$ cat src/include/adpcm_pkg.sv
// package of constants and types for the adaptive differential pcm decoder
package adpcm_pkg;
  localparam int unsigned ADPCM_CODE_W = 4;
  localparam int unsigned ADPCM_PCM_W = 16;
  localparam int unsigned ADPCM_IDX_W = 7;
  localparam int unsigned ADPCM_STEP_W = 15;
  // last entry of the 88-value step table
  localparam logic [6:0] ADPCM_IDX_LAST = 7'h57;
  localparam logic [6:0] ADPCM_IDX_RESET = 7'h00;
  localparam logic signed [15:0] ADPCM_PCM_RESET = 16'sh0000;
  localparam logic signed [16:0] ADPCM_PCM_MAX = 17'sh07fff;
  localparam logic signed [16:0] ADPCM_PCM_MIN = -17'sh08000;
  localparam logic [14:0] ADPCM_STEP_FIRST = 15'h0005;
  localparam logic [14:0] ADPCM_STEP_LAST = 15'h67c5;
  // signed index change for magnitudes 7, 6, 5, 4 and for 3 down to 0
  localparam logic signed [4:0] ADPCM_ADJ_M7 = 5'sh08;
  localparam logic signed [4:0] ADPCM_ADJ_M6 = 5'sh06;
  localparam logic signed [4:0] ADPCM_ADJ_M5 = 5'sh04;
  localparam logic signed [4:0] ADPCM_ADJ_M4 = 5'sh02;
  localparam logic signed [4:0] ADPCM_ADJ_LOW = -5'sh01;
  typedef enum logic [1:0] {
    ADPCM_IDLE = 2'b00,
    ADPCM_LOOK = 2'b01,
    ADPCM_CALC = 2'b11
  } adpcm_state_e;
endpackage

$ cat src/logic/adpcm_decoder.sv
// adaptive differential pcm decoder: 4-bit codes in, 16-bit pcm samples out
// Summary of operation
// - one 4-bit code in, one 16-bit sample out
// - samples held as 16-bit signed pcm
// - delta is step times magnitude weights plus eighth
// - code sign bit chooses add or subtract
// - low three code bits are unsigned magnitude
// - index moves +8,+6,+4,+2 or -1 by magnitude
// - step from ascending constant table, 5 to 26565
// - step comes from index updated by previous code
module adpcm_decoder
  import adpcm_pkg::*;
(
  input wire logic i_clk,
  input wire logic i_reset_n,
  input wire logic i_code_valid,
  input wire logic [adpcm_pkg::ADPCM_CODE_W-1:0] i_code,
  output logic o_code_ready,
  output logic o_pcm_valid,
  output logic signed [adpcm_pkg::ADPCM_PCM_W-1:0] o_pcm
);
  import adpcm_pkg::*;

  adpcm_state_e state;
  adpcm_state_e next_state;
  logic [3:0] code;
  logic [6:0] index;
  logic [14:0] step;

  // the table read is registered, so the step arrives one cycle after the index changes, in time for the look state
  adpcm_step_rom u_rom (
    .i_clk(i_clk),
    .i_reset_n(i_reset_n),
    .i_index(index),
    .o_step(step)
  );

  wire logic take = o_code_ready && i_code_valid;
  wire logic code_sign_bit = code[3];
  wire logic [2:0] magnitude = code[2:0];
  wire logic magnitude_high_bit = magnitude[2];
  wire logic magnitude_mid_bit = magnitude[1];
  wire logic magnitude_low_bit = magnitude[0];

  // step*(b2 + b1/2 + b0/4 + 1/8) computed as shifted partial sums, truncating each
  wire logic [16:0] part_high = magnitude_high_bit ? {2'b00, step} : 17'h00000;
  wire logic [16:0] part_mid = magnitude_mid_bit ? {3'b000, step[14:1]} : 17'h00000;
  wire logic [16:0] part_low = magnitude_low_bit ? {4'h0, step[14:2]} : 17'h00000;
  wire logic [16:0] part_eighth = {5'h00, step[14:3]};
  wire logic [16:0] delta = part_high + part_mid + part_low + part_eighth;

  wire logic signed [17:0] prev_wide = {{2{o_pcm[15]}}, o_pcm};
  wire logic signed [17:0] delta_wide = {1'b0, delta};
  wire logic signed [17:0] sum = code_sign_bit ? (prev_wide - delta_wide)
                                               : (prev_wide + delta_wide);
  wire logic sat_high = sum > 18'sh07fff;
  wire logic sat_low = sum < -18'sh08000;
  wire logic signed [15:0] next_pcm = sat_high ? 16'sh7fff :
                                      sat_low ? -16'sh8000 : sum[15:0];

  wire logic signed [4:0] adj = (magnitude == 3'h7) ? ADPCM_ADJ_M7 :
                                (magnitude == 3'h6) ? ADPCM_ADJ_M6 :
                                (magnitude == 3'h5) ? ADPCM_ADJ_M5 :
                                (magnitude == 3'h4) ? ADPCM_ADJ_M4 : ADPCM_ADJ_LOW;
  wire logic signed [8:0] index_sum = $signed({2'b00, index}) + 9'(adj);
  wire logic [6:0] next_index = (index_sum < 9'sh000) ? 7'h00 :
                                (index_sum > $signed({2'b00, ADPCM_IDX_LAST})) ?
                                ADPCM_IDX_LAST : index_sum[6:0];

  always_comb begin
    next_state = state;
    case (state)
      ADPCM_IDLE: begin
        if (take) begin
          next_state = ADPCM_LOOK;
        end
      end
      ADPCM_LOOK: begin
        next_state = ADPCM_CALC;
      end
      ADPCM_CALC: begin
        next_state = ADPCM_IDLE;
      end
      default: begin
        next_state = ADPCM_IDLE;
      end
    endcase
  end

  always_ff @(posedge i_clk or negedge i_reset_n) begin
    if (!i_reset_n) begin
      state <= ADPCM_IDLE;
      code <= 4'h0;
    end else begin
      state <= next_state;
      if (take) begin
        code <= i_code;
      end
    end
  end

  // index changes only after the sample is built, so the next code sees the new step
  always_ff @(posedge i_clk or negedge i_reset_n) begin
    if (!i_reset_n) begin
      index <= ADPCM_IDX_RESET;
      o_pcm <= ADPCM_PCM_RESET;
      o_pcm_valid <= 1'b0;
      o_code_ready <= 1'b0;
    end else begin
      o_pcm_valid <= (state == ADPCM_CALC);
      o_code_ready <= (next_state == ADPCM_IDLE);
      if (state == ADPCM_CALC) begin
        o_pcm <= next_pcm;
        index <= next_index;
      end
    end
  end

  property p_one_sample_per_code;
    @(posedge i_clk) disable iff (!i_reset_n)
      take |-> ##3 o_pcm_valid;
  endproperty
  a_one_sample_per_code: assert property (p_one_sample_per_code)
    else $error("code did not yield a sample three cycles later");

  property p_ready_drops;
    @(posedge i_clk) disable iff (!i_reset_n)
      take |=> !o_code_ready [*2];
  endproperty
  a_ready_drops: assert property (p_ready_drops)
    else $error("ready raised while a code is in flight");

  property p_pcm_stable;
    @(posedge i_clk) disable iff (!i_reset_n)
      !o_pcm_valid |-> $stable(o_pcm) || $past(state) == ADPCM_CALC;
  endproperty
  a_pcm_stable: assert property (p_pcm_stable)
    else $error("pcm changed without a sample strobe");

  property p_sign_dir;
    @(posedge i_clk) disable iff (!i_reset_n)
      (state == ADPCM_CALC && code_sign_bit) |=> $signed(o_pcm) <= $signed($past(o_pcm));
  endproperty
  a_sign_dir: assert property (p_sign_dir)
    else $error("negative code raised the output");

  property p_pos_dir;
    @(posedge i_clk) disable iff (!i_reset_n)
      (state == ADPCM_CALC && !code_sign_bit) |=> $signed(o_pcm) >= $signed($past(o_pcm));
  endproperty
  a_pos_dir: assert property (p_pos_dir)
    else $error("positive code lowered the output");

  property p_delta_min;
    @(posedge i_clk) disable iff (!i_reset_n)
      state == ADPCM_CALC |-> delta >= {5'h00, step[14:3]} && delta <= {step, 2'b00};
  endproperty
  a_delta_min: assert property (p_delta_min)
    else $error("scaled step out of range");

  property p_index_up7;
    @(posedge i_clk) disable iff (!i_reset_n)
      (state == ADPCM_CALC && magnitude == 3'h7 && index < 7'h50) |=>
        index == $past(index) + 7'h08;
  endproperty
  a_index_up7: assert property (p_index_up7)
    else $error("index did not rise by eight");

  property p_index_down;
    @(posedge i_clk) disable iff (!i_reset_n)
      (state == ADPCM_CALC && magnitude < 3'h4 && index != 7'h00) |=>
        index == $past(index) - 7'h01;
  endproperty
  a_index_down: assert property (p_index_down)
    else $error("index did not fall by one");

  property p_index_clamp;
    @(posedge i_clk) disable iff (!i_reset_n)
      index <= ADPCM_IDX_LAST;
  endproperty
  a_index_clamp: assert property (p_index_clamp)
    else $error("index left the table");

  property p_step_range;
    @(posedge i_clk) disable iff (!i_reset_n)
      state == ADPCM_CALC |-> step >= ADPCM_STEP_FIRST && step <= ADPCM_STEP_LAST;
  endproperty
  a_step_range: assert property (p_step_range)
    else $error("step outside table range");

  property p_step_follows;
    @(posedge i_clk) disable iff (!i_reset_n)
      (state == ADPCM_CALC && index == 7'h00) |-> step == ADPCM_STEP_FIRST;
  endproperty
  a_step_follows: assert property (p_step_follows)
    else $error("step does not match index");

  property p_ready_back;
    @(posedge i_clk) disable iff (!i_reset_n)
      take |-> ##3 o_code_ready;
  endproperty
  a_ready_back: assert property (p_ready_back)
    else $error("ready did not return with the sample");

  property p_index_up4;
    @(posedge i_clk) disable iff (!i_reset_n)
      (state == ADPCM_CALC && magnitude == 3'h4 && index < 7'h56) |=>
        index == $past(index) + 7'h02;
  endproperty
  a_index_up4: assert property (p_index_up4)
    else $error("index did not rise by two");

  property p_sat_high;
    @(posedge i_clk) disable iff (!i_reset_n)
      (state == ADPCM_CALC && sat_high) |=> $signed(o_pcm) == ADPCM_PCM_MAX;
  endproperty
  a_sat_high: assert property (p_sat_high)
    else $error("output not held at the positive limit");

  property p_sat_low;
    @(posedge i_clk) disable iff (!i_reset_n)
      (state == ADPCM_CALC && sat_low) |=> $signed(o_pcm) == ADPCM_PCM_MIN;
  endproperty
  a_sat_low: assert property (p_sat_low)
    else $error("output not held at the negative limit");
endmodule // adpcm_decoder

$ cat src/logic/adpcm_step_rom.sv
// constant step-size table with a registered read port
module adpcm_step_rom
  import adpcm_pkg::*;
(
  input wire logic i_clk,
  input wire logic i_reset_n,
  input wire logic [adpcm_pkg::ADPCM_IDX_W-1:0] i_index,
  output logic [adpcm_pkg::ADPCM_STEP_W-1:0] o_step
);
  import adpcm_pkg::*;

  localparam int unsigned N = 88;
  localparam logic [14:0] TABLE [N] = '{
    15'd5, 15'd6, 15'd7, 15'd8, 15'd9, 15'd10, 15'd11, 15'd12, 15'd14, 15'd15,
    15'd17, 15'd18, 15'd20, 15'd22, 15'd25, 15'd27, 15'd30, 15'd33, 15'd37, 15'd40,
    15'd44, 15'd49, 15'd54, 15'd59, 15'd65, 15'd72, 15'd79, 15'd87, 15'd95, 15'd105,
    15'd116, 15'd127, 15'd140, 15'd154, 15'd170, 15'd187, 15'd205, 15'd226, 15'd248,
    15'd273, 15'd301, 15'd331, 15'd364, 15'd400, 15'd440, 15'd485, 15'd533, 15'd586,
    15'd645, 15'd710, 15'd781, 15'd859, 15'd945, 15'd1039, 15'd1143, 15'd1258,
    15'd1384, 15'd1522, 15'd1674, 15'd1842, 15'd2026, 15'd2228, 15'd2451, 15'd2697,
    15'd2966, 15'd3263, 15'd3589, 15'd3948, 15'd4343, 15'd4777, 15'd5255, 15'd5781,
    15'd6359, 15'd6995, 15'd7694, 15'd8464, 15'd9310, 15'd10242, 15'd11266, 15'd12392,
    15'd13632, 15'd14995, 15'd16494, 15'd18144, 15'd19958, 15'd21954, 15'd24150,
    15'd26565
  };
  // out-of-range index reads the last entry, though the decoder never asks for one
  wire logic [14:0] next_step = (i_index > ADPCM_IDX_LAST) ? TABLE[N-1] : TABLE[i_index];

  always_ff @(posedge i_clk or negedge i_reset_n) begin
    if (!i_reset_n) begin
      o_step <= ADPCM_STEP_FIRST;
    end else begin
      o_step <= next_step;
    end
  end
endmodule // adpcm_step_rom

$ cat config.mk
export PLATFORM = sky130hd
export DESIGN_NAME = adpcm_decoder
export DESIGN_NICKNAME = d
export VERILOG_FILES = /design/src/include/adpcm_pkg.sv /design/src/logic/adpcm_decoder.sv /design/src/logic/adpcm_step_rom.sv
export SDC_FILE = /design/constraint.sdc
export NUM_CORES = 1
export LEC_CHECK = 0
export ABC_AREA = 0
export BUFFER_PORTS_ARGS = -buffer_cell sky130_fd_sc_hd__buf_2
export CORE_UTILIZATION = 64
export DETAILED_ROUTE_END_ITERATION = 8
export PLACE_DENSITY_LB_ADDON = 0.3
export SYNTH_ARGS = -nofsm -noshare
export SYNTH_HDL_FRONTEND = slang
export SYNTH_SLANG_ARGS = --single-unit
export TNS_END_PERCENT = 20
$ cat constraint.sdc
create_clock -name i_clk -period 8.15 [get_ports i_clk]
set_clock_uncertainty 0.15 [all_clocks]
set_input_delay 2.445 -clock i_clk [delete_from_list [all_inputs] [get_ports i_clk]]
set_output_delay 2.445 -clock i_clk [all_outputs]
set_load 0.1 [all_outputs]
==> results.cfg, run 1 <==
[outcome]
status = finished clean

[detailed_routing]
ant_nets = 0
vias_per_cell = 6.36
drtIter0Drc = 322
post-route-drc-count = 0
vias = 5798
dr.pass1.iters = 6
routed_wl_um = 15600
wl_per_cell_um = 17.1

[logic_synthesis]
yosys_warnings = 0
synth_edf_count = 0
avgSynthCellArea_um2 = 7.99
synth.net_count = 883
async_flop_share = 1.00
ys_types = 73
synth-seq-cells = 46
syn_area_mm2 = 0.00628
ys.flop_type = dfrtp_1
netlist_instances = 786
synth-seq-area-share = 0.184

[setup_path]
max_stage_delay_ns = 0.61
r2r_start = code[2]
crit_fanout = 15
cp-end-kind = flop
cp-startpoint = code[2]
slowest_stage = dfrtp_1
cp.arrival_ns = 7.38
crit_chain = clkinv_1 -> nor2_1 -> fa_1 -> fa_1 -> ha_1 -> a21o_1 -> a21oi_4 -> nand2_2 -> a221o_1 -> or4b_4 -> nor3_1 -> a21oi_1 -> xnor2_1 -> ha_1 -> a21oi_1 -> o21ai_1 -> nor2_1 -> o21bai_1 -> a21oi_1 -> xnor3_2 -> or2_4 -> a221o_1
path_class = reg2reg
crit_required_ns = 8.19
start_kind = flop
crit_top_cell = a21oi_1

[timing]
tns_ns = 0
fin_hold_ws_ns = 0.308
post-route-period-util = 0.900
tightest_slew_ns = 1.04
rsz0062_at_grt = no
fmax_mhz = 136
slew_viol_final = 0
finalWorstSetupSlack_ns = 0.813
finalSetupViolations = 0
min_period_ns = 7.34
relSlewSlack = 0.305
hold_viol_final = 0

[placement]
gp_congestion = 0.961
dpl_worst_slack_ns = 0.862
numPortBuffers = 24
place_hpwl_um = 12000

[final_layout]
nets = 878
nFillCells = 785
antenna_cells = 0
area_growth_pct = 3.63
mostFrequentLayoutCells = a21oi_1 (76), nor2_1 (70), nand2_1 (68)
final_common_cell = a21oi_1
drive_gt1_frac = 0.0793

[worst_hold_path]
hp-class = reg2reg
min-delay-start = state[1]

[clock_network]
cts_inserted_buffers = 5
ctsLongestPathBuffers = 2
cts_root_buf = clkbuf_8
path_clk_slew_ns = 0.10
clk_latency_ns = 0.31
numClockSinks = 46
post-cts-setup-buffers = 0
holdBufCountCts = 0
htree_num_levels = 2
postCtsResizedCells = 0
cts_tree = built

[die]
die_area_mm2 = 0.0102
die_y_um = 101
io_pins = 25
rows = 35
die_width_um = 101
core_mm2 = 0.00937
start_util = 0.670

[global_route]
track_usage = 0.321
grt_first_pass_wirelength_um = 26100
grt_overflow_total = 0
grt_pass1_vias = 5626
grt_max_degree = 56
antenna_found_initial = 0

[job]
drv_cap = 0
cells in the mapped netlist (4+ instances only):
cell / n / area share
a211oi_1: 10 / 0.012
a21o_1: 9 / 0.011
a21oi_1: 76 / 0.061
a221o_1: 15 / 0.024
a31oi_1: 13 / 0.013
and2_1: 35 / 0.035
buf_2: 5 / 0.0040
clkbuf_1: 29 / 0.017
dfrtp_1: 44 / 0.18
fa_1: 27 / 0.086
ha_1: 63 / 0.13
inv_1: 51 / 0.030
mux2_2: 5 / 0.0090
nand2_1: 68 / 0.041
nand2b_1: 9 / 0.0090
nand3_1: 19 / 0.015
nand4_1: 4 / 0.0040
nor2_1: 70 / 0.042
nor2b_1: 8 / 0.0080
nor3_1: 14 / 0.011
o211ai_1: 10 / 0.012
o21ai_0: 43 / 0.034
o21ai_1: 13 / 0.010
o21bai_1: 10 / 0.012
o22ai_1: 7 / 0.0070
o31ai_1: 6 / 0.0072
or2_2: 4 / 0.0040
or3_1: 5 / 0.0050
xnor2_1: 26 / 0.036
xor2_1: 19 / 0.027
state kept, by name, indices dropped and copies added, names as in the netlist:
name	cells
o_pcm_valid	1
o_code_ready	1
state	2
index	7
o_pcm	16
code	4
u_rom.o_step	15
layer usage:
metal | wire, µm | global-route usage
met1 | 6330 | 0.391
met2 | 7790 | 0.564
met3 | 804 | 0.0388
met4 | 653 | 0.154
met5 | 0 | 0
cell type report:
type | instances | area (µm²) | share of cell area
Multi-Input combinational cell | 646 | 4740 | 0.729
Sequential cell | 46 | 1150 | 0.177
Inverter | 54 | 203 | 0.0312
Tap cell | 129 | 161 | 0.0248
Timing Repair Buffer | 28 | 150 | 0.0231
Clock buffer | 7 | 86.3 | 0.0133
Clock inverter | 1 | 8.76 | 0.00135
worst max-delay path: cells and delay by family, from the launching register on:
| family | cells | cell delay, ns |
|---|---|---|
| compound gates | 9 | 1.89 |
| xor+xnor | 2 | 0.52 |
| flops | 1 | 0.61 |
| buf+inv | 1 | 0.49 |
| fa+ha+maj | 4 | 1.73 |
| simple gates | 6 | 1.82 |
final timing paths:
check	cells after the start	to	slack, ns
min in group asynchronous	1	state[1]	2.15
max	22	o_pcm[8]	0.81
max reg2reg	22	o_pcm[8]	0.81
min reg2reg	1	state[1]	0.31
max in group asynchronous	1	u_rom.o_step[12]	5.05
min	1	state[1]	0.31
kinds of logic after synthesis:
kind of cell / synth area share
AOI/OAI and AO/OA: 0.256
xor gates and xnor gates: 0.0728
adders and majority gates: 0.212
buffers and inverters: 0.0608
DFF: 0.184
muxes: 0.0157
and+or+nand+nor: 0.199
through the flow:
step | instances | instance area, µm² | util
5_1_grt | 911 | 6500 | 0.694
2_1_floorplan | 786 | 6280 | -
4_1_cts | 911 | 6500 | 0.694
3_5_place_dp | 903 | 6410 | 0.684
6_report | 911 | 6500 | 0.694
3_3_place_gp | 903 | 6410 | 0.684
Power of run 1 is not shown: default switching activity piles up to over one toggle a cycle in this logic, so the estimate is an artifact.
==> inputs of run 2 (changes only) <==
--- a/config.mk
+++ b/config.mk
@@ -9,7 +9,7 @@
 export BUFFER_PORTS_ARGS = -buffer_cell sky130_fd_sc_hd__buf_2
 export CORE_UTILIZATION = 64
 export DETAILED_ROUTE_END_ITERATION = 8
-export PLACE_DENSITY_LB_ADDON = 0.3
+export PLACE_DENSITY = 0.83
 export SYNTH_ARGS = -nofsm -noshare
 export SYNTH_HDL_FRONTEND = slang
 export SYNTH_SLANG_ARGS = --single-unit
==> constraint.sdc (replaced) <==
create_clock -name i_clk -period 7.65 [get_ports i_clk]
set_clock_uncertainty 0.15 [all_clocks]
set_input_delay 2.295 -clock i_clk [delete_from_list [all_inputs] [get_ports i_clk]]
set_output_delay 2.295 -clock i_clk [all_outputs]
set_load 0.1 [all_outputs]
==> run 2 against run 1 <==
First-iteration DRC count fell by 31%. Die area did not move. Critical path depth did not move. Fmax rose by 3.1%. Critical endpoint is now o_pcm[2]. Highest routed layer unchanged.
==> results.cfg, run 2 (synthesis gave the netlist of run 1 again) <==
[die]
die_area_mm2 = 0.0102
start_util = 0.670
rows = 35
core_mm2 = 0.00937
die_y_um = 101
die_width_um = 101
io_pins = 25

[timing]
finalSetupViolations = 0
hold_viol_final = 0
post-route-period-util = 0.930
relSlewSlack = 0.333
tightest_slew_ns = 1.00
rsz0062_at_grt = no
tns_ns = 0
slew_viol_final = 0
min_period_ns = 7.12
fmax_mhz = 141

[final_layout]
drive_gt1_frac = 0.0888
nets = 884
mostFrequentLayoutCells = a21oi_1 (76), nor2_1 (70), nand2_1 (68)
seq_area_mm2 = 0.00115
nFillCells = 821
top_register = o_pcm
largest_reg_flops = 16
multiInputGateArea_mm2 = 0.00474
antenna_cells = 0
top_regs = o_pcm: 16 flops, u_rom.o_step: 15 flops, index: 7 flops
final_common_cell = a21oi_1
area_growth_pct = 4.39

[detailed_routing]
vias = 5836
vias_per_cell = 6.36
wl_per_cell_um = 17.3
post-route-drc-count = 0
routed_wl_um = 15900
drtIter0Drc = 221
ant_nets = 0
dr.pass1.iters = 5

[clock_network]
numClockSinks = 46
htree_num_levels = 2
cts_root_buf = clkbuf_8
path_clk_slew_ns = 0.10
clk_latency_ns = 0.31
ctsLongestPathBuffers = 2
cts_inserted_buffers = 5
holdBufCountCts = 0
cts_tree = built

[global_route]
grt_pass1_vias = 5621
grt_first_pass_wirelength_um = 26300
grt_overflow_total = 0
grt_max_degree = 56
antenna_found_initial = 0
track_usage = 0.326

[setup_path]
cp-end-kind = flop
crit_required_ns = 7.70
crit_fanout = 15
cp.arrival_ns = 7.17
start_kind = flop
path_class = reg2reg

[job]
drv_cap = 0

[placement]
numPortBuffers = 24
gp_congestion = 0.991
place_hpwl_um = 12300

[outcome]
status = finished clean

[worst_hold_path]
hp-class = reg2reg
run 2: path summary, 6_finish.rpt:
check | start | endpoint | slack, ns | cells past startpoint
min in group asynchronous | i_reset_n | index[3] | 1.99 | 1
hold / removal | state[1] | state[1] | 0.34 | 1
setup / recovery | code[2] | o_pcm[2] | 0.53 | 22
max in group asynchronous | i_reset_n | u_rom.o_step[13] | 4.72 | 1
setup reg to reg | code[2] | o_pcm[2] | 0.53 | 22
hold reg to reg | state[1] | state[1] | 0.34 | 1
run 2: metal layers:
layer / up-vias / wire length [µm] / track usage
met3: 47 / 790 / 0.0347
met5: - / 0 / 0
met1: 2763 / 6450 / 0.394
li1: 2804 / - / -
met2: 222 / 7980 / 0.580
met4: 0 / 629 / 0.156
run 2: metrics by stage:
| step | cells | utilization | cell area (µm²) | hold WS [ns] | setup slack, ns |
|---|---|---|---|---|---|
| floorplan | 786 | - | 6280 | 0.267 | 1.10 |
| detailed placement | 904 | 0.685 | 6420 | 0.325 | 0.400 |
| finish | 917 | 0.699 | 6550 | 0.340 | 0.533 |
| CTS | 912 | 0.695 | 6510 | 0.339 | 0.392 |
| global route | 917 | 0.699 | 6550 | 0.369 | 0.0649 |
| global placement | 904 | 0.685 | 6420 | 0.279 | 0.739 |
run 2: repair_timing:
item / 4_1_cts / 5_1_grt
endpoints found under the setup margin: 0 / 13
setup buffers: 0 / 5
gates resized for setup: 0 / 1
run 2: area by class of cell:
| type | instances | share of cell area |
|---|---|---|
| Timing Repair Buffer | 34 | 0.0298 |
| Sequential cell | 46 | 0.176 |
| Tap cell | 129 | 0.0246 |
| Clock buffer | 5 | 0.0105 |
| Clock inverter | 3 | 0.00382 |
| Inverter | 54 | 0.0315 |
| Multi-Input combinational cell | 646 | 0.724 |
run 2: worst max-delay path: stages (launching register included):
cell and delay [ns]:
dfrtp_1 0.65, clkinvlp_4 0.34, nor2_1 0.22, fa_1 0.43, fa_1 0.47, ha_1 0.45, a21o_1 0.26, a21oi_4 0.22
nand2_2 0.12, a221o_1 0.39, or4b_4 0.54, nor3_1 0.23, a21oi_1 0.12, xnor2_1 0.16, ha_1 0.36, a21oi_1 0.16
o21ai_1 0.10, nor2_1 0.29, o21bai_1 0.10, a21oi_1 0.25, xnor3_2 0.34, or2_4 0.34, a221o_1 0.31
Power of run 2 is left out for the same reason.
